===== src/cip_pkg.sv =====
/*
  shared constants for the charger input protection sequencer: timing in
  printed units and derived cycle counts, step counts, state codes.
  assumes a 20 mhz core clock; analog comparators supply all level inputs except enable.
*/
package cip_pkg;

  // core clock rate
  localparam int unsigned CLK_HZ  = 20_000_000;
  localparam int unsigned CLK_KHZ = CLK_HZ / 1_000;
  localparam int unsigned CLK_MHZ = CLK_HZ / 1_000_000;

  // soft-start: eight equal current-limit steps
  localparam int unsigned SS_STEPS    = 8;
  localparam int unsigned SS_STEP_US  = 625;
  localparam int unsigned SS_STEP_CYC = SS_STEP_US * CLK_MHZ;

  // battery overvoltage deglitch
  localparam int unsigned BAT_DGL_US  = 176;
  localparam int unsigned BAT_DGL_CYC = BAT_DGL_US * CLK_MHZ;

  // input overvoltage recovery deglitch
  localparam int unsigned IN_REC_MS   = 8;
  localparam int unsigned IN_REC_CYC  = IN_REC_MS * CLK_KHZ;

  // start-up short check and retry interval
  localparam int unsigned SC_CHK_MS   = 5;
  localparam int unsigned SC_CHK_CYC  = SC_CHK_MS * CLK_KHZ;
  localparam int unsigned SC_RTY_MS   = 64;
  localparam int unsigned SC_RTY_CYC  = SC_RTY_MS * CLK_KHZ;

  // power-good settle and soft-stop ramp length (no printed figure)
  localparam int unsigned PG_SETTLE_US   = 100;
  localparam int unsigned PG_SETTLE_CYC  = PG_SETTLE_US * CLK_MHZ;
  localparam int unsigned SSTOP_US       = 400;
  localparam int unsigned SSTOP_STEP_CYC = (SSTOP_US * CLK_MHZ) / SS_STEPS;

  // counter widths
  localparam int unsigned CNT_W  = 21;
  localparam int unsigned STEP_W = 4;
  localparam int unsigned BAT_W  = 12;

  // synchronised input vector layout
  localparam int unsigned SYN_W      = 7;
  localparam int unsigned I_INPUT_LOW_LOCKOUT_OK  = 0;
  localparam int unsigned I_IN_OVP   = 1;
  localparam int unsigned I_BAT_OVP  = 2;
  localparam int unsigned I_TEMP     = 3;
  localparam int unsigned I_LOAD_SC  = 4;
  localparam int unsigned I_CLAMP    = 5;
  localparam int unsigned I_EN_N     = 6;

  typedef enum logic [3:0] {
    CIP_PWR_DOWN  = 4'h0,
    CIP_SETTLE    = 4'h1,
    CIP_DISABLED  = 4'h2,
    CIP_SOFTSTART = 4'h3,
    CIP_SC_CHECK  = 4'h4,
    CIP_RUN       = 4'h5,
    CIP_SOFTSTOP  = 4'h6,
    CIP_RETRY     = 4'h7,
    CIP_FAULT_OFF = 4'h8,
    CIP_IN_REC    = 4'h9
  } cip_state_t;

endpackage


===== src/cip_fsm.sv =====
/*
  charger input protection sequencer: power-down, settle, soft-start, short
  check and retry, overvoltage, battery and thermal shutdown, enable, fault pin.
  assumes comparator inputs carry their own hysteresis (each flag sets above
  its threshold and clears below threshold minus hysteresis) and are async.
*/
// Function
// - below input lockout: power-down, switch off, fault released
// - above lockout: reset, settle, switch on only if input and battery ok
// - soft-start raises limit in eight eighth-steps, one per step period
// - after last step sample load; over threshold starts short protection
// - no overcurrent at sample: current monitoring off for normal running
// - short-circuit switch-off ramps gate drive down, never abrupt
// - input overvoltage turns switch off at once
// - input overvoltage shutdown pulls fault low
// - input back in range: switch on again after recovery deglitch
// - battery over for longer than deglitch: soft-stop and fault low
// - battery back below threshold: restart through soft-start
// - overtemperature: switch off, fault low, restart when cooled
// - enable is active low; high forces switch off
// - fault is open drain, low during soft-stop and while switch off for a fault, else released
// - input recovery deglitch is eight milliseconds
// - battery deglitch is 176 microseconds
// - start-up overcurrent clamps and runs 5 ms check, then soft-stop if clamp still active, else run
// - after short shutdown wait 64 ms, release fault, retry soft-start
`timescale 1ns/1ns
`default_nettype none

module cip_fsm
  import cip_pkg::*;
#(
  parameter int unsigned STEP_CYC  = SS_STEP_CYC,
  parameter int unsigned REC_CYC   = IN_REC_CYC,
  parameter int unsigned CHK_CYC   = SC_CHK_CYC,
  parameter int unsigned RTY_CYC   = SC_RTY_CYC,
  parameter int unsigned STOP_CYC  = SSTOP_STEP_CYC,
  parameter int unsigned PG_CYC    = PG_SETTLE_CYC
) (
  input  wire logic              core_clk,
  input  wire logic              nrst,
  input  wire logic              input_above_lockout,
  input  wire logic              input_overvoltage,
  input  wire logic              battery_overvoltage,
  input  wire logic              die_overtemp,
  input  wire logic              load_over_short_limit,
  input  wire logic              clamp_active,
  input  wire logic              enable_n,
  output var  logic              switch_on_r,
  output var  logic [STEP_W-1:0] ilim_step_r,
  output var  logic              soft_start_r,
  output var  logic              soft_stop_r,
  output var  logic              clamp_en_r,
  output var  logic              cur_mon_en_r,
  output var  logic              fault_out_r,
  output var  logic              fault_oe_r
);

  // terminal counts, cut to counter width once
  localparam logic [CNT_W-1:0]  STEP_LAST = CNT_W'(STEP_CYC - 1);
  localparam logic [CNT_W-1:0]  REC_LAST  = CNT_W'(REC_CYC - 1);
  localparam logic [CNT_W-1:0]  CHK_LAST  = CNT_W'(CHK_CYC - 1);
  localparam logic [CNT_W-1:0]  RTY_LAST  = CNT_W'(RTY_CYC - 1);
  localparam logic [CNT_W-1:0]  STOP_LAST = CNT_W'(STOP_CYC - 1);
  localparam logic [CNT_W-1:0]  PG_LAST   = CNT_W'(PG_CYC - 1);
  localparam logic [BAT_W-1:0]  BAT_LAST  = BAT_W'(BAT_DGL_CYC - 1);
  localparam logic [STEP_W-1:0] STEP_TOP  = STEP_W'(SS_STEPS);

  typedef struct packed {
    cip_state_t        st;
    logic [CNT_W-1:0]  cnt;
    logic [BAT_W-1:0]  bat_cnt;
    logic [STEP_W-1:0] step;
    logic              stop_for_short;
    logic              ovp_seen;
    logic              sw_on;
    logic              ss;
    logic              sstop;
    logic              clamp;
    logic              mon;
    logic              fault_oe;
    logic              fault_dat;
  } cip_state_vec_t;

  cip_state_vec_t    s_r;
  cip_state_vec_t    s_nxt;
  logic [SYN_W-1:0]  raw;
  logic [SYN_W-1:0]  syn;
  logic              uv_ok;
  logic              ovp;
  logic              bat;
  logic              hot;
  logic              en;
  logic              any_hard;

  // all comparator levels and the enable pin come from outside the clock
  assign raw[I_INPUT_LOW_LOCKOUT_OK] = input_above_lockout;
  assign raw[I_IN_OVP]  = input_overvoltage;
  assign raw[I_BAT_OVP] = battery_overvoltage;
  assign raw[I_TEMP]    = die_overtemp;
  assign raw[I_LOAD_SC] = load_over_short_limit;
  assign raw[I_CLAMP]   = clamp_active;
  assign raw[I_EN_N]    = enable_n;

  cip_sync #(.WIDTH(SYN_W)) u_sync (
    .core_clk (core_clk),
    .nrst     (nrst),
    .async_in (raw),
    .sync_out (syn)
  );

  assign uv_ok    = syn[I_INPUT_LOW_LOCKOUT_OK];
  assign ovp      = syn[I_IN_OVP];
  assign bat      = syn[I_BAT_OVP];
  assign hot      = syn[I_TEMP];
  assign en       = !syn[I_EN_N];
  assign any_hard = ovp | hot;

  // next-state logic: one process covers sequencing, timers and outputs
  always_comb begin
    s_nxt          = s_r;
    s_nxt.cnt      = s_r.cnt + CNT_W'(1);
    s_nxt.bat_cnt  = '0;
    if (ovp) begin
      s_nxt.ovp_seen = 1'b1;
    end
    // battery deglitch runs only while the switch is conducting
    if (s_r.sw_on && !s_r.sstop && bat) begin
      s_nxt.bat_cnt = (s_r.bat_cnt == BAT_LAST) ? s_r.bat_cnt
                                                : s_r.bat_cnt + BAT_W'(1);
    end
    unique case (s_r.st)
      CIP_PWR_DOWN: begin
        s_nxt.cnt = '0;
        if (uv_ok) begin
          s_nxt.st = CIP_SETTLE;
        end
      end
      CIP_SETTLE: begin
        if (s_r.cnt == PG_LAST) begin
          s_nxt.cnt = '0;
          if (!en) begin
            s_nxt.st = CIP_DISABLED;
          end else if (any_hard || bat) begin
            s_nxt.st = CIP_FAULT_OFF;
          end else begin
            s_nxt.st = CIP_SOFTSTART;
          end
        end
      end
      CIP_DISABLED: begin
        s_nxt.cnt = '0;
        if (en) begin
          s_nxt.st = (any_hard || bat) ? CIP_FAULT_OFF : CIP_SOFTSTART;
        end
      end
      CIP_SOFTSTART: begin
        if (s_r.cnt == STEP_LAST) begin
          s_nxt.cnt = '0;
          if (s_r.step != STEP_TOP) begin
            s_nxt.step = s_r.step + STEP_W'(1);
          end else if (syn[I_LOAD_SC]) begin
            s_nxt.st = CIP_SC_CHECK;
          end else begin
            s_nxt.st = CIP_RUN;
          end
        end
      end
      CIP_SC_CHECK: begin
        if (s_r.cnt == CHK_LAST) begin
          s_nxt.cnt = '0;
          if (syn[I_CLAMP]) begin
            s_nxt.st             = CIP_SOFTSTOP;
            s_nxt.stop_for_short = 1'b1;
          end else begin
            s_nxt.st = CIP_RUN;
          end
        end
      end
      CIP_RUN: begin
        s_nxt.cnt = '0;
      end
      CIP_SOFTSTOP: begin
        // gate drive walks down one eighth per ramp step
        if (s_r.cnt == STOP_LAST) begin
          s_nxt.cnt = '0;
          if (s_r.step != '0) begin
            s_nxt.step = s_r.step - STEP_W'(1);
          end else if (s_r.stop_for_short && !any_hard && !bat) begin
            s_nxt.st = CIP_RETRY;
          end else begin
            s_nxt.st = CIP_FAULT_OFF;
          end
        end
      end
      CIP_RETRY: begin
        if (any_hard || bat) begin
          s_nxt.st  = CIP_FAULT_OFF;
          s_nxt.cnt = '0;
        end else if (s_r.cnt == RTY_LAST) begin
          s_nxt.st  = CIP_SOFTSTART;
          s_nxt.cnt = '0;
        end
      end
      CIP_FAULT_OFF: begin
        s_nxt.cnt = '0;
        if (!any_hard && !bat) begin
          // battery and thermal recovery go straight to soft-start
          s_nxt.st = s_r.ovp_seen ? CIP_IN_REC : CIP_SOFTSTART;
        end
      end
      CIP_IN_REC: begin
        if (any_hard || bat) begin
          s_nxt.st  = CIP_FAULT_OFF;
          s_nxt.cnt = '0;
        end else if (s_r.cnt == REC_LAST) begin
          s_nxt.st  = CIP_SOFTSTART;
          s_nxt.cnt = '0;
        end
      end
      default: begin
        s_nxt.st = CIP_PWR_DOWN;
      end
    endcase

    // conditions that override the sequence, lowest priority first
    if (s_r.sw_on && !s_r.sstop && s_r.bat_cnt == BAT_LAST && bat) begin
      s_nxt.st             = CIP_SOFTSTOP;
      s_nxt.cnt            = '0;
      s_nxt.stop_for_short = 1'b0;                     // battery stop never retries
    end
    if (any_hard && s_r.st inside {CIP_SOFTSTART, CIP_SC_CHECK, CIP_RUN,
                                   CIP_SOFTSTOP}) begin
      s_nxt.st  = CIP_FAULT_OFF;
      s_nxt.cnt = '0;
    end
    if (!en && s_r.st != CIP_PWR_DOWN && s_r.st != CIP_SETTLE) begin
      s_nxt.st  = CIP_DISABLED;
      s_nxt.cnt = '0;
    end
    if (!uv_ok) begin
      s_nxt.st  = CIP_PWR_DOWN;
      s_nxt.cnt = '0;
    end

    // entry bookkeeping
    if (s_nxt.st == CIP_SOFTSTART && s_r.st != CIP_SOFTSTART) begin
      s_nxt.step = STEP_W'(1);
      s_nxt.ovp_seen       = 1'b0;
      s_nxt.stop_for_short = 1'b0;
    end
    if (s_nxt.st inside {CIP_PWR_DOWN, CIP_SETTLE, CIP_DISABLED, CIP_FAULT_OFF,
                         CIP_IN_REC, CIP_RETRY}) begin
      s_nxt.step = '0;
    end
    if (s_nxt.st == CIP_PWR_DOWN || s_nxt.st == CIP_DISABLED) begin
      s_nxt.ovp_seen = 1'b0;
    end

    // output decode from the next state so pins leave registers directly
    s_nxt.sw_on = s_nxt.st inside {CIP_SOFTSTART, CIP_SC_CHECK, CIP_RUN,
                                   CIP_SOFTSTOP};
    s_nxt.ss    = (s_nxt.st == CIP_SOFTSTART);
    s_nxt.sstop = (s_nxt.st == CIP_SOFTSTOP);
    s_nxt.clamp = (s_nxt.st == CIP_SC_CHECK);
    // monitoring needed only until the start-up sample passes
    s_nxt.mon   = s_nxt.st inside {CIP_SOFTSTART, CIP_SC_CHECK};
    // fault held low during soft-stop and while off for a fault, never when disabled or unpowered
    s_nxt.fault_oe = s_nxt.st inside {CIP_FAULT_OFF, CIP_IN_REC, CIP_RETRY}
                     || s_nxt.st == CIP_SOFTSTOP;
    s_nxt.fault_dat = 1'b0;                            // open drain only ever pulls low
  end

  // state register; reset lands in power-down with everything off
  always_ff @(posedge core_clk) begin
    if (!nrst) begin
      s_r <= '{st: CIP_PWR_DOWN, default: '0};
    end else begin
      s_r <= s_nxt;
    end
  end

  // pins come straight from the state register; enable selects the pull-down
  assign switch_on_r  = s_r.sw_on;
  assign ilim_step_r  = s_r.step;
  assign soft_start_r = s_r.ss;
  assign soft_stop_r  = s_r.sstop;
  assign clamp_en_r   = s_r.clamp;
  assign cur_mon_en_r = s_r.mon;
  assign fault_out_r  = s_r.fault_dat;
  assign fault_oe_r   = s_r.fault_oe;

endmodule // cip_fsm

`default_nettype wire


===== src/cip_sync.sv =====
/*
  two flip-flop synchroniser, one stage pair per bit.
  assumes inputs are asynchronous levels; reset value is all zero.
*/
`timescale 1ns/1ns
`default_nettype none

module cip_sync #(
  parameter int unsigned WIDTH = 1
) (
  input  wire logic             core_clk,
  input  wire logic             nrst,
  input  wire logic [WIDTH-1:0] async_in,
  output var  logic [WIDTH-1:0] sync_out
);

  // first stage feeds only the second stage
  genvar gi;
  generate
    for (gi = 0; gi < WIDTH; gi = gi + 1) begin : g_bit
      logic meta_r;
      always_ff @(posedge core_clk) begin
        if (!nrst) begin
          meta_r       <= 1'b0;
          sync_out[gi] <= 1'b0;
        end else begin
          meta_r       <= async_in[gi];
          sync_out[gi] <= meta_r;
        end
      end
    end
  endgenerate

endmodule // cip_sync

`default_nettype wire


===== config.mk =====
export PLATFORM = sky130hd
export DESIGN_NAME = cip_fsm
export DESIGN_NICKNAME = d
export VERILOG_FILES = /design/src/cip_pkg.sv /design/src/cip_fsm.sv /design/src/cip_sync.sv
export SDC_FILE = /design/constraint.sdc
export NUM_CORES = 1
export LEC_CHECK = 0
export BUFFER_PORTS_ARGS = -buffer_cell sky130_fd_sc_hd__buf_2
export CAP_MARGIN = 25
export CORE_MARGIN = 1.5
export CORE_UTILIZATION = 40
export CTS_BUF_LIST = sky130_fd_sc_hd__clkbuf_4 sky130_fd_sc_hd__clkbuf_8 sky130_fd_sc_hd__clkbuf_16
export CTS_CLUSTER_SIZE = 20
export DETAILED_ROUTE_END_ITERATION = 8
export SLEW_MARGIN = 20
export SYNTH_ARGS = -nofsm -noshare
export SYNTH_HDL_FRONTEND = slang
export SYNTH_SLANG_ARGS = --single-unit

===== constraint.sdc =====
create_clock -name core_clk -period 7.4 [get_ports core_clk]
set_input_delay 1.48 -clock core_clk [delete_from_list [all_inputs] [get_ports core_clk]]
set_output_delay 1.48 -clock core_clk [all_outputs]
set_load 0.01 [all_outputs]

==> results.md, run 1 <==
* Routability cong. at 0.925
* Vias in the first global route at between 2000 and 2500
* Initial DRC count at roughly 230
* Core area at 0.00813 mm2
* Endpoints failing hold at 0
* Layout cells sized above 1 at 0.143
* Die area at approximately 0.009 mm2
* CP Data Required Time at 7.62 ns
* Initial antenna violation count at 0
* Tot GR Track Use at 0.167
* Syn_area_per_cell at roughly 8.4 um2
* PwrDens at 191 mW/mm2
* TritonRoute pass-1 iters at 4
* Reg-to-reg critical path endpoint: ilim_step_r[2]$_SDFFE_PP0P_
* Worst R2R Setup Slack at 4.35 ns
* Net Sw Power at ~0.15 mW
* Worst Hold Launch: u_sync.g_bit[5].meta_r$_SDFF_PN0_
* Cells on worst reg2reg path at 9
* Area leader, netlist: dfxtp_1
* Worst-path cell chain: ha_1 > or4b_4 > nor4_4 > and4_1 > o211ai_1 > or4_4 > nor2b_4 > a32oi_4 > nor3_1
* Comb power frac at 0.020
* Largest net degree at the start of global routing at 22
* LEAKAGE at 1.30 nW
* Worst flop-to-flop path startpoint: s_r[25]$_SDFF_PP0_
* Top-area cell type share of the netlist area at 0.381
* RSZ-0062 raised after global routing: no
* # hold bufs at CTS at 0
* TNS Setup at 0 ns
* CP top delay family: simple AND/OR/NAND/NOR gates
* Crit Path Category: reg2reg
* Number of synthesized flops with an enable pin at 0
* Num CTS Buffers at 9
* P&R area growth vs syn at 10.4%
* Setup Buffers After CTS at 0
* Setup crit start kind: flop
* Routed len/inst at approximately 14 um
* Clk pwr share at 0.486
* I/O pins at 20
* Mapped Cells at between 300 and 400
* Die Span X at around 94 um
* Sequential share of power at 0.494
* First-pass GRT wire length at roughly 11000 um
* I/O Buffers at 18
* Post-route ant nets at 0
* Worst rel slew slack at 0.424
* Residual DRC at 0
* Critical Path Fanout Max at 5
* Total Power at ~0.7 mW
* Maximum buffer depth of the clock tree at 2
* Worst path slowest cell: or4_4
* Top FF cell, synth: dfxtp_1
* Worst-Margin Slew at about 0.86 ns
* Hold depth at 1
* Post_cts resized at 0
* Yosys cell types at between 60 and 70
* Syn_nets at approximately 400
* Diode count at 0
* Worst clock skew at ~0.015 ns
* Max Fclk at approximately 330 MHz
* Fin Hold WS at roughly 0.43 ns
* Worst-Skew Late Latency at between 0.3 and 0.4 ns
* Mapped cell area at about 0.0033 mm2
* Row cnt at 33
* P_int at roughly 0.55 mW
* Pins Over Slew Limit at 0
* Worst Path Arrival at 3.27 ns
* Via count at approximately 2800
* Period Utilization, post-route at 0.412
* Seq/Total Area, Yosys at 0.381
* CP peak stage delay at around 0.59 ns
* Async set-reset flop share out of synthesis at 0
* FF+latch count, synth at 63
* Vias/cell at 5.40
* Die Y at about 94 um
* TritonCTS clock tree: yes
* Clock sinks at 63
* H-tree depth at 3
* Final #Nets at just over 400
* CP Capture Type: flop
* Post-DP HPWL at 5180 um
* Hold Path Class: reg2reg
* Max-capacitance violation count at 0
* Yosys warns at 0
* Max VDD drop at around 110 uV
* CTS root buf: clkbuf_8
* Congestion Overflow GR at 0
* Status: finished clean
* Final setup viols at 0
* Sw Share at 0.214
* Hold Path Sink: u_sync.sync_out[5]$_SDFF_PN0_
* Min Tclk post-route at 3.05 ns
* Crit path buffers/inverters at 0
* Top cells by area, synth: dfxtp_1 38%, nor2_1 7.1%, xor2_1 4.8%
* Initial Util at 0.407
* Final WL at 7090 um
* Clk slew on worst S/H paths at ~0.08 ns
how the worst max path moves through the flow:
stage | start | to | slack [ns] | cells after the start
2_1_floorplan | s_r[25]$_SDFF_PP0_ | ilim_step_r[2]$_SDFFE_PP0P_ | 4.65 | 9
3_3_place_gp | nrst | s_r[13]$_SDFFE_PN0P_ | 4.38 | 4
3_5_place_dp | nrst | s_r[13]$_SDFFE_PN0P_ | 4.32 | 4
4_1_cts | s_r[25]$_SDFF_PP0_ | ilim_step_r[2]$_SDFFE_PP0P_ | 4.36 | 9
5_1_grt | s_r[25]$_SDFF_PP0_ | s_r[29]$_SDFF_PP0_ | 4.20 | 9
6_report | s_r[25]$_SDFF_PP0_ | ilim_step_r[2]$_SDFFE_PP0P_ | 4.35 | 9
routing by layer:
layer	global-route usage	up-vias	part of all wire
li1	-	1380	-
met5	0	-	0
met1	0.218	1306	0.48
met2	0.257	61	0.45
met4	0.0871	0	0.025
met3	0.0372	12	0.042
kinds of logic (layout without fill, tap and decap cells):
kind of cell               Yosys count  in the layout  share of synthesized area
adders and majority gates            6              6                     0.0242
and+or+nand+nor                    215            215                      0.364
AOI/OAI and AO/OA                   41             41                     0.0918
muxes                                3              3                    0.00907
other                                1              1                    0.00113
DFF                                 63             63                      0.381
buffers and inverters               32             45                     0.0446
xor gates and xnor gates            32             32                     0.0846
sequential cells by signal, indices dropped and copies added, names as in the netlist:
name                 flops
u_sync.g_bit.meta_r      7
cur_mon_en_r             1
switch_on_r              1
soft_stop_r              1
u_sync.sync_out          7
s_r                     39
soft_start_r             1
ilim_step_r              4
fault_oe_r               1
clamp_en_r               1
power groups by stage:
stage	Sequential, mW	Combinational [mW]	Clock, mW
final	0.345	0.0139	0.339
after global routing	0.345	0.0157	0.362
after CTS	0.345	0.0140	0.347
after detailed placement	0.353	0.0140	0
after global placement	0.353	0.0137	0
after floorplan	0.352	0.0106	0
cell usage in the layout, fill, tap and decap left out, types with 4 or more instances in the layout:
master,netlist,routed
o21ai_0,9,9
nand2_1,22,22
xor2_1,18,18
ha_1,4,4
a21oi_1,11,11
nor4_1,7,7
nor2_1,63,63
or3_1,4,4
nand2b_1,5,5
or2_2,5,5
xnor2_1,14,14
nand4_1,12,12
clkbuf_8,0,10
inv_1,9,9
nor3_1,16,16
nand3_1,23,23
dfxtp_1,63,63
and3_1,11,11
buf_2,1,18
and2_1,20,20
stage by stage:
step	setup slack [ns]	cells	cell area, um2	utilization
after global routing	4.20	511	3660	0.449
after floorplan	4.65	393	3310	-
final	4.35	511	3660	0.449
after CTS	4.36	511	3660	0.449
after global placement	4.38	495	3430	0.421
after detailed placement	4.32	495	3430	0.421
worst register-to-register path, stage by stage (launching register included):
cell and delay, ns:
dfxtp_1 0.37, ha_1 0.29, or4b_4 0.52, nor4_4 0.27, and4_1 0.29, o211ai_1 0.12, or4_4 0.59, nor2b_4 0.16
a32oi_4 0.25, nor3_1 0.09
Yosys cell counts, drive strengths merged, types with 8 or more instances:
cell,instances
a21oi,11
and2,20
and3,12
buf,8
clkbuf,13
dfxtp,63
inv,10
nand2,22
nand3,24
nand4,12
nor2,63
nor3,16
nor4,11
o21ai,9
xnor2,14
xor2,18
layout make-up:
type / count / area [um2]
tap: 105 / 131
clock inverter: 6 / 91.3
inverter: 11 / 41.3
multi-input combinational: 298 / 1900
timing repair buffer: 18 / 90.1
clock buffer: 10 / 138
sequential: 63 / 1260
fill: 803 / 4480
No activity file was read; power rests on OpenSTA's default activity.
==> inputs of run 2 (changes only) <==
==> constraint.sdc (replaced) <==
create_clock -name core_clk -period 2.87 [get_ports core_clk]
set_input_delay 0.574 -clock core_clk [delete_from_list [all_inputs] [get_ports core_clk]]
set_output_delay 0.574 -clock core_clk [all_outputs]
set_load 0.01 [all_outputs]
==> run 2 against run 1 <==
Compared with the run above: utilization grew 2.5 points; first-iteration DRC count down 18%; critical path depth did not move; register-to-register slack worse by 4.3 ns; flip-flop and latch count unchanged; count of clock-buffer cells in the layout is 1 lower; routed wire length increased by 4.5%; critical path type unchanged; largest power group unchanged; highest routed layer unchanged.
==> results.md, run 2 (same netlist as run 1, synthesis figures left out) <==
* Status: finished clean
* CTS root buf: clkbuf_8
* Final WL at 7410 um (+4.5%)
* Num CTS Buffers at 9 (unchanged)
* Fin Hold WS at 0.433 ns (-0.00160 ns)
* Initial Util at 0.407 (unchanged)
* # fillers at 807 (+0.50%)
* Hold Path Class: in2reg
* Crit path from: s_r[26]$_SDFF_PP0_
* Worst flop-to-flop path startpoint: s_r[26]$_SDFF_PP0_
* I/O pins at 20 (unchanged)
* Setup crit start kind: flop
* Residual DRC at 0 (unchanged)
* Post-route ant nets at 0 (unchanged)
* Die area at 0.00884 mm2 (unchanged)
* Routed len/inst at 13.8 um (-0.59%)
* Register area at 0.00126 mm2 (unchanged)
* CP Capture Type: flop
* Worst clock skew at 0.00988 ns (-0.00534 ns)
* Initial DRC count at 191 (-18%)
* Congestion Overflow GR at 0 (unchanged)
* Crit Path Category: reg2reg
* Routability cong. at 0.902 (-2.5%)
* Diode count at 0 (unchanged)
* TritonCTS clock tree: yes
* Area occupied by multi-input gates at 0.00193 mm2 (+1.3%)
* Pins Over Slew Limit at 0 (unchanged)
* Row cnt at 33 (unchanged)
* Top reg by flops: s_r
* Period Utilization, post-route at 0.975 (+0.563)
* P&R area growth vs syn at 16.4%
* Biggest regs: s_r: 39 flops, u_sync.g_bit.meta_r: 7 flops, u_sync.sync_out: 7 flops
* Total Power at 1.70 mW (+140%)
* PwrDens at 440 mW/mm2 (+130%)
* Worst-Margin Slew at 0.591 ns (-0.269 ns)
* First-pass GRT wire length at 12400 um (+8.1%)
* H-tree depth at 3 (unchanged)
* Die Span X at 94.0 um (unchanged)
* I/O Buffers at 18 (unchanged)
* Layout cells sized above 1 at 0.199 (+0.0562)
* Max VDD drop at 301 uV (+180%)
* Tot GR Track Use at 0.181 (+0.0138)
* Worst rel slew slack at 0.603 (+0.178)
* Critical Path Fanout Max at 4 (-1)
* Maximum buffer depth of the clock tree at 2 (unchanged)
* # hold bufs at CTS at 0 (unchanged)
* Core area at 0.00813 mm2 (unchanged)
* Via count at 2834 (+2.7%)
* TritonRoute pass-1 iters at 4 (unchanged)
* TNS Setup at 0 ns (unchanged)
* Worst Hold Launch: load_over_short_limit
* Clk slew on worst S/H paths at 0.07 ns (about the same)
* Post-DP HPWL at 5450 um (+5.2%)
* Worst-Skew Late Latency at 0.35 ns (about the same)
* Vias in the first global route at 2603 (+4.9%)
* Vias/cell at 5.28 (-2.3%)
* Endpoints failing hold at 0 (unchanged)
* Max Fclk at 358 MHz (+9.0%)
* Clock sinks at 63 (unchanged)
* Max-capacitance violation count at 0 (unchanged)
* Max reg flops at 39 (unchanged)
* Die Y at 94.0 um (unchanged)
* Most frequent cells in the layout: 63 x nor2_1, 63 x dfxtp_1, 25 x buf_4
* Min Tclk post-route at 2.80 ns (-0.251 ns)
* CP Data Required Time at 3.11 ns (-4.51 ns)
* Final setup viols at 0 (unchanged)
* LEAKAGE at 1.43 nW (+9.8%)
* Final #Nets at 441 (+6.3%)
* Worst Path Arrival at 3.04 ns (-0.23 ns)
* Largest net degree at the start of global routing at 22 (unchanged)
* Initial antenna violation count at 0 (unchanged)
run 2: changes by cell type in the layout (fill, tap and decap cells not counted), sizes merged:
cell | previous run | this run
buf | 18 | 44
bufinv | 2 | 1
clkinv | 1 | 4
clkbuf | 10 | 9
clkinvlp | 3 | 2
run 2: metrics by stage:
step           cell area (um2)  worst slack, ns  cells  utilization
2_1_floorplan             3310            0.116    393            -
3_3_place_gp              3630           0.0888    520        0.446
3_5_place_dp              3630           0.0174    520        0.446
4_1_cts                   3820          0.00578    536        0.470
5_1_grt                   3860         -0.00857    537        0.474
6_report                  3860           0.0730    537        0.474
run 2: power by group:
group	internal [mW]	leakage, nW	switching [mW]
Sequential	0.883	0.510	0.00586
Clock	0.402	0.0956	0.368
Combinational	0.0166	0.822	0.0209
run 2: worst paths after layout:
| path | to | slack [ns] | cells past startpoint |
|---|---|---|---|
| max | ilim_step_r[0]$_SDFFE_PP0P_ | 0.07 | 9 |
| min | u_sync.g_bit[4].meta_r$_SDFF_PN0_ | 0.43 | 2 |
| max reg2reg | ilim_step_r[0]$_SDFFE_PP0P_ | 0.07 | 9 |
| min reg2reg | u_sync.sync_out[3]$_SDFF_PN0_ | 0.43 | 1 |
run 2: per-layer routing:
layer	GRT usage	vias to the layer above	wire length [um]
li1	-	1435	-
met5	0	-	0
met1	0.252	1300	3610
met3	0.0372	15	335
met4	0.0846	0	180
met2	0.266	84	3290
run 2: what timing repair did:
action / in CTS / in global routing
setup buffers: 0 / 1
setup endpoints to repair: 0 / 7
gates resized for setup: 0 / 4
run 2: critical path, stage by stage, from the launching register on:
cell and delay [ns]:
dfxtp_1 0.35, ha_2 0.19, or4b_4 0.49, nor4_4 0.21, and4_1 0.27, o211ai_1 0.12
or4_4 0.57, nand3_2 0.16, nor2_1 0.07, o221a_2 0.27
run 2: cell type report:
type                    instances  share of cell area
clock buffers                   9              0.0321
clock inverters                 7              0.0188
inverters                      11              0.0107
multi-input cells             298               0.500
flip-flops and latches         63               0.327
well taps                     105              0.0341
repair buffers                 44              0.0772
==> inputs of run 3 (changes only) <==
--- a/config.mk
+++ b/config.mk
@@ -7,11 +7,12 @@
 export LEC_CHECK = 0
 export BUFFER_PORTS_ARGS = -buffer_cell sky130_fd_sc_hd__buf_2
 export CAP_MARGIN = 25
-export CORE_MARGIN = 1.5
+export CORE_MARGIN = 4
 export CORE_UTILIZATION = 40
 export CTS_BUF_LIST = sky130_fd_sc_hd__clkbuf_4 sky130_fd_sc_hd__clkbuf_8 sky130_fd_sc_hd__clkbuf_16
 export CTS_CLUSTER_SIZE = 20
 export DETAILED_ROUTE_END_ITERATION = 8
+export GPL_TIMING_DRIVEN = 0
 export SLEW_MARGIN = 20
 export SYNTH_ARGS = -nofsm -noshare
 export SYNTH_HDL_FRONTEND = slang
==> run 3 against run 2 <==
Compared with the run above: sequential power barely moved; total power about the same; non-clock buffer count decreased by 2; count of clock-buffer cells in the layout is the same; routed wire length fell by 0.97%; worst setup slack better by 0.0018 ns; clock skew is 0.0037 ns lower; global-route usage decreased by 2.5 points; critical endpoint is now ilim_step_r[2]$_SDFFE_PP0P_; largest cell class unchanged; largest power group unchanged.
==> results.md, run 3 (same netlist as run 1, synthesis figures left out) <==
* Status: finished clean
* Max Fclk at 358 MHz (about the same)
* Row cnt at 32 (-3.0%)
* Congestion Overflow GR at 0 (unchanged)
* Maximum buffer depth of the clock tree at 2 (unchanged)
* Hold Path Class: in2reg
* CP peak stage delay at 0.60 ns (+0.03 ns)
* Fin Hold WS at 0.430 ns (-0.00276 ns)
* Max reg flops at 39 (unchanged)
* RSZ-0062 raised after global routing: yes
* Worst path slowest cell: or4bb_4
* Clk slew on worst S/H paths at 0.07 ns (about the same)
* Initial DRC count at 145 (-24%)
* Worst-Margin Slew at 0.702 ns (+0.111 ns)
* Crit Path Category: reg2reg
* TNS Setup at 0 ns (unchanged)
* CTS root buf: clkbuf_8
* Initial antenna violation count at 0 (unchanged)
* P&R area growth vs syn at 15.6%
* TritonRoute pass-1 iters at 4 (unchanged)
* Residual DRC at 0 (unchanged)
* Setup crit start kind: flop
* Worst clock skew at 0.00617 ns (-0.00371 ns)
* First-pass GRT wire length at 12600 um (+1.9%)
* Period Utilization, post-route at 0.974 (about the same)
* Register area at 0.00127 mm2 (+0.79%)
* Crit path buffers/inverters at 0 (unchanged)
* Net Sw Power at 0.397 mW (+0.60%)
* PwrDens at 443 mW/mm2 (+0.78%)
* Vias in the first global route at 2739 (+5.2%)
* Setup slack after layout at 0.0747 ns (+0.00176 ns)
* Initial Util at 0.420 (+0.0127)
* Via count at 2818 (-0.56%)
* I/O pins at 20 (unchanged)
* Clk pwr share at 0.454 (about the same)
* Post-route ant nets at 0 (unchanged)
* Routability cong. at 0.907 (+0.57%)
* Layout cells sized above 1 at 0.188 (-0.0107)
* Sequential share of power at 0.523 (about the same)
* Largest net degree at the start of global routing at 13 (-41%)
* Pre-CTS setup slack at -0.181 ns (-0.198 ns)
* Final WL at 7340 um (-0.97%)
* Sw Share at 0.234 (+0.00126)
* Biggest regs: s_r: 39 flops, u_sync.g_bit.meta_r: 7 flops, u_sync.sync_out: 7 flops
* Die Y at 99.0 um (+5.3%)
* Total Power at 1.70 mW (about the same)
* Worst-Skew Late Latency at 0.34 ns (about the same)
* Core area at 0.00789 mm2 (-3.0%)
* H-tree depth at 3 (unchanged)
* CP Capture Type: flop
* P_int at 1.30 mW (-0.11%)
* # fillers at 769 (-4.7%)
* CP top delay family: simple AND/OR/NAND/NOR gates
* I/O Buffers at 18 (unchanged)
* Endpoints failing hold at 0 (unchanged)
* Final #Nets at 439 (-0.45%)
* Diode count at 0 (unchanged)
* Top reg by flops: s_r
* Routed len/inst at 13.8 um (about the same)
* Die area at 0.00980 mm2 (+11%)
* Vias/cell at 5.30 (+0.37%)
* Pins Over Slew Limit at 0 (unchanged)
* Worst Path Arrival at 3.02 ns (-0.02 ns)
* Most frequent cells in the layout: 62 x nor2_1, 59 x dfxtp_1, 23 x nand3_1
* Max-capacitance violation count at 0 (unchanged)
* Critical Path Fanout Max at 7 (+3)
* Commonest non-fill, non-tap cell in the layout: nor2_1
* Comb power frac at 0.024 (+0.002)
* # hold bufs at CTS at 0 (unchanged)
* Worst rel slew slack at 0.528 (-0.0746)
* LEAKAGE at 1.37 nW (-4.0%)
* Clock sinks at 63 (unchanged)
* TritonCTS clock tree: yes
* Min Tclk post-route at 2.80 ns (-0.00176 ns)
* Final setup viols at 0 (unchanged)
* Die Span X at 99.0 um (+5.3%)
* Max VDD drop at 298 uV (-0.92%)
* Worst-path cell chain: or4bb_4 > nor4_4 > and3_4 > o21ai_0 > or4_4 > nor2b_4 > a32oi_4 > nor3_1
* Num CTS Buffers at 9 (unchanged)
* Post-DP HPWL at 5350 um (-2.0%)
* CP Data Required Time at 3.09 ns (-0.02 ns)
* Tot GR Track Use at 0.156 (-0.0247)
* Post-route core utilization at 0.485 (+0.0113)
* Area occupied by multi-input gates at 0.00197 mm2 (+2.1%)
[run 3: cell types whose count changed in the layout (fill, tap and decap cells not counted), sizes merged]
cell	change
clkbuf	+13
buf	-15
[run 3: metrics by stage]
stage               area, um2  instances
CTS                      3770        530
finish                   3830        532
global placement         3530        513
global route             3830        532
detailed placement       3530        513
floorplan                3310        393
[run 3: layout make-up]
class / instances / share of cell area
plain buffers: 20 / 0.0271
clock buffers: 9 / 0.0324
clock inverters: 7 / 0.0190
inverters: 11 / 0.0108
multi-input cells: 298 / 0.514
flip-flops and latches: 63 / 0.332
well taps: 102 / 0.0333
repair buffers: 22 / 0.0314
[run 3: repair_timing]
action	4_1_cts	5_1_grt
resized for setup	8	14
endpoints found under the setup margin	32	30
setup buffers	1	3
pin swaps	4	4
[run 3: power by group through the flow]
stage | sequential (mW) | combinational (mW) | clock [mW]
finish | 0.887 | 0.0403 | 0.770
floorplan | 0.907 | 0.0273 | 0
global route | 0.888 | 0.0456 | 0.826
detailed placement | 0.909 | 0.0398 | 0
global placement | 0.909 | 0.0391 | 0
CTS | 0.888 | 0.0404 | 0.792
[run 3: worst register-to-register path: cells and delay by family (launching register included)]
| family | cells | cell delay, ns |
|---|---|---|
| flops | 1 | 0.38 |
| compound gates | 2 | 0.32 |
| simple gates | 6 | 1.99 |
[run 3: layer usage]
layer  part of all wire  global-route usage
met5                  0                   0
met4              0.016              0.0525
met3              0.049              0.0439
met2               0.45               0.243
met1               0.49               0.208
[run 3: worst paths after layout]
path / startpoint / cells past startpoint / slack, ns / endpoint
worst min register to register: u_sync.g_bit[6].meta_r$_SDFF_PN0_ / 1 / 0.43 / u_sync.sync_out[6]$_SDFF_PN0_
worst max-delay path: s_r[36]$_SDFF_PP0_ / 8 / 0.07 / ilim_step_r[2]$_SDFFE_PP0P_
worst max register to register: s_r[36]$_SDFF_PP0_ / 8 / 0.07 / ilim_step_r[2]$_SDFFE_PP0P_
worst min-delay path: die_overtemp / 2 / 0.43 / u_sync.g_bit[3].meta_r$_SDFF_PN0_
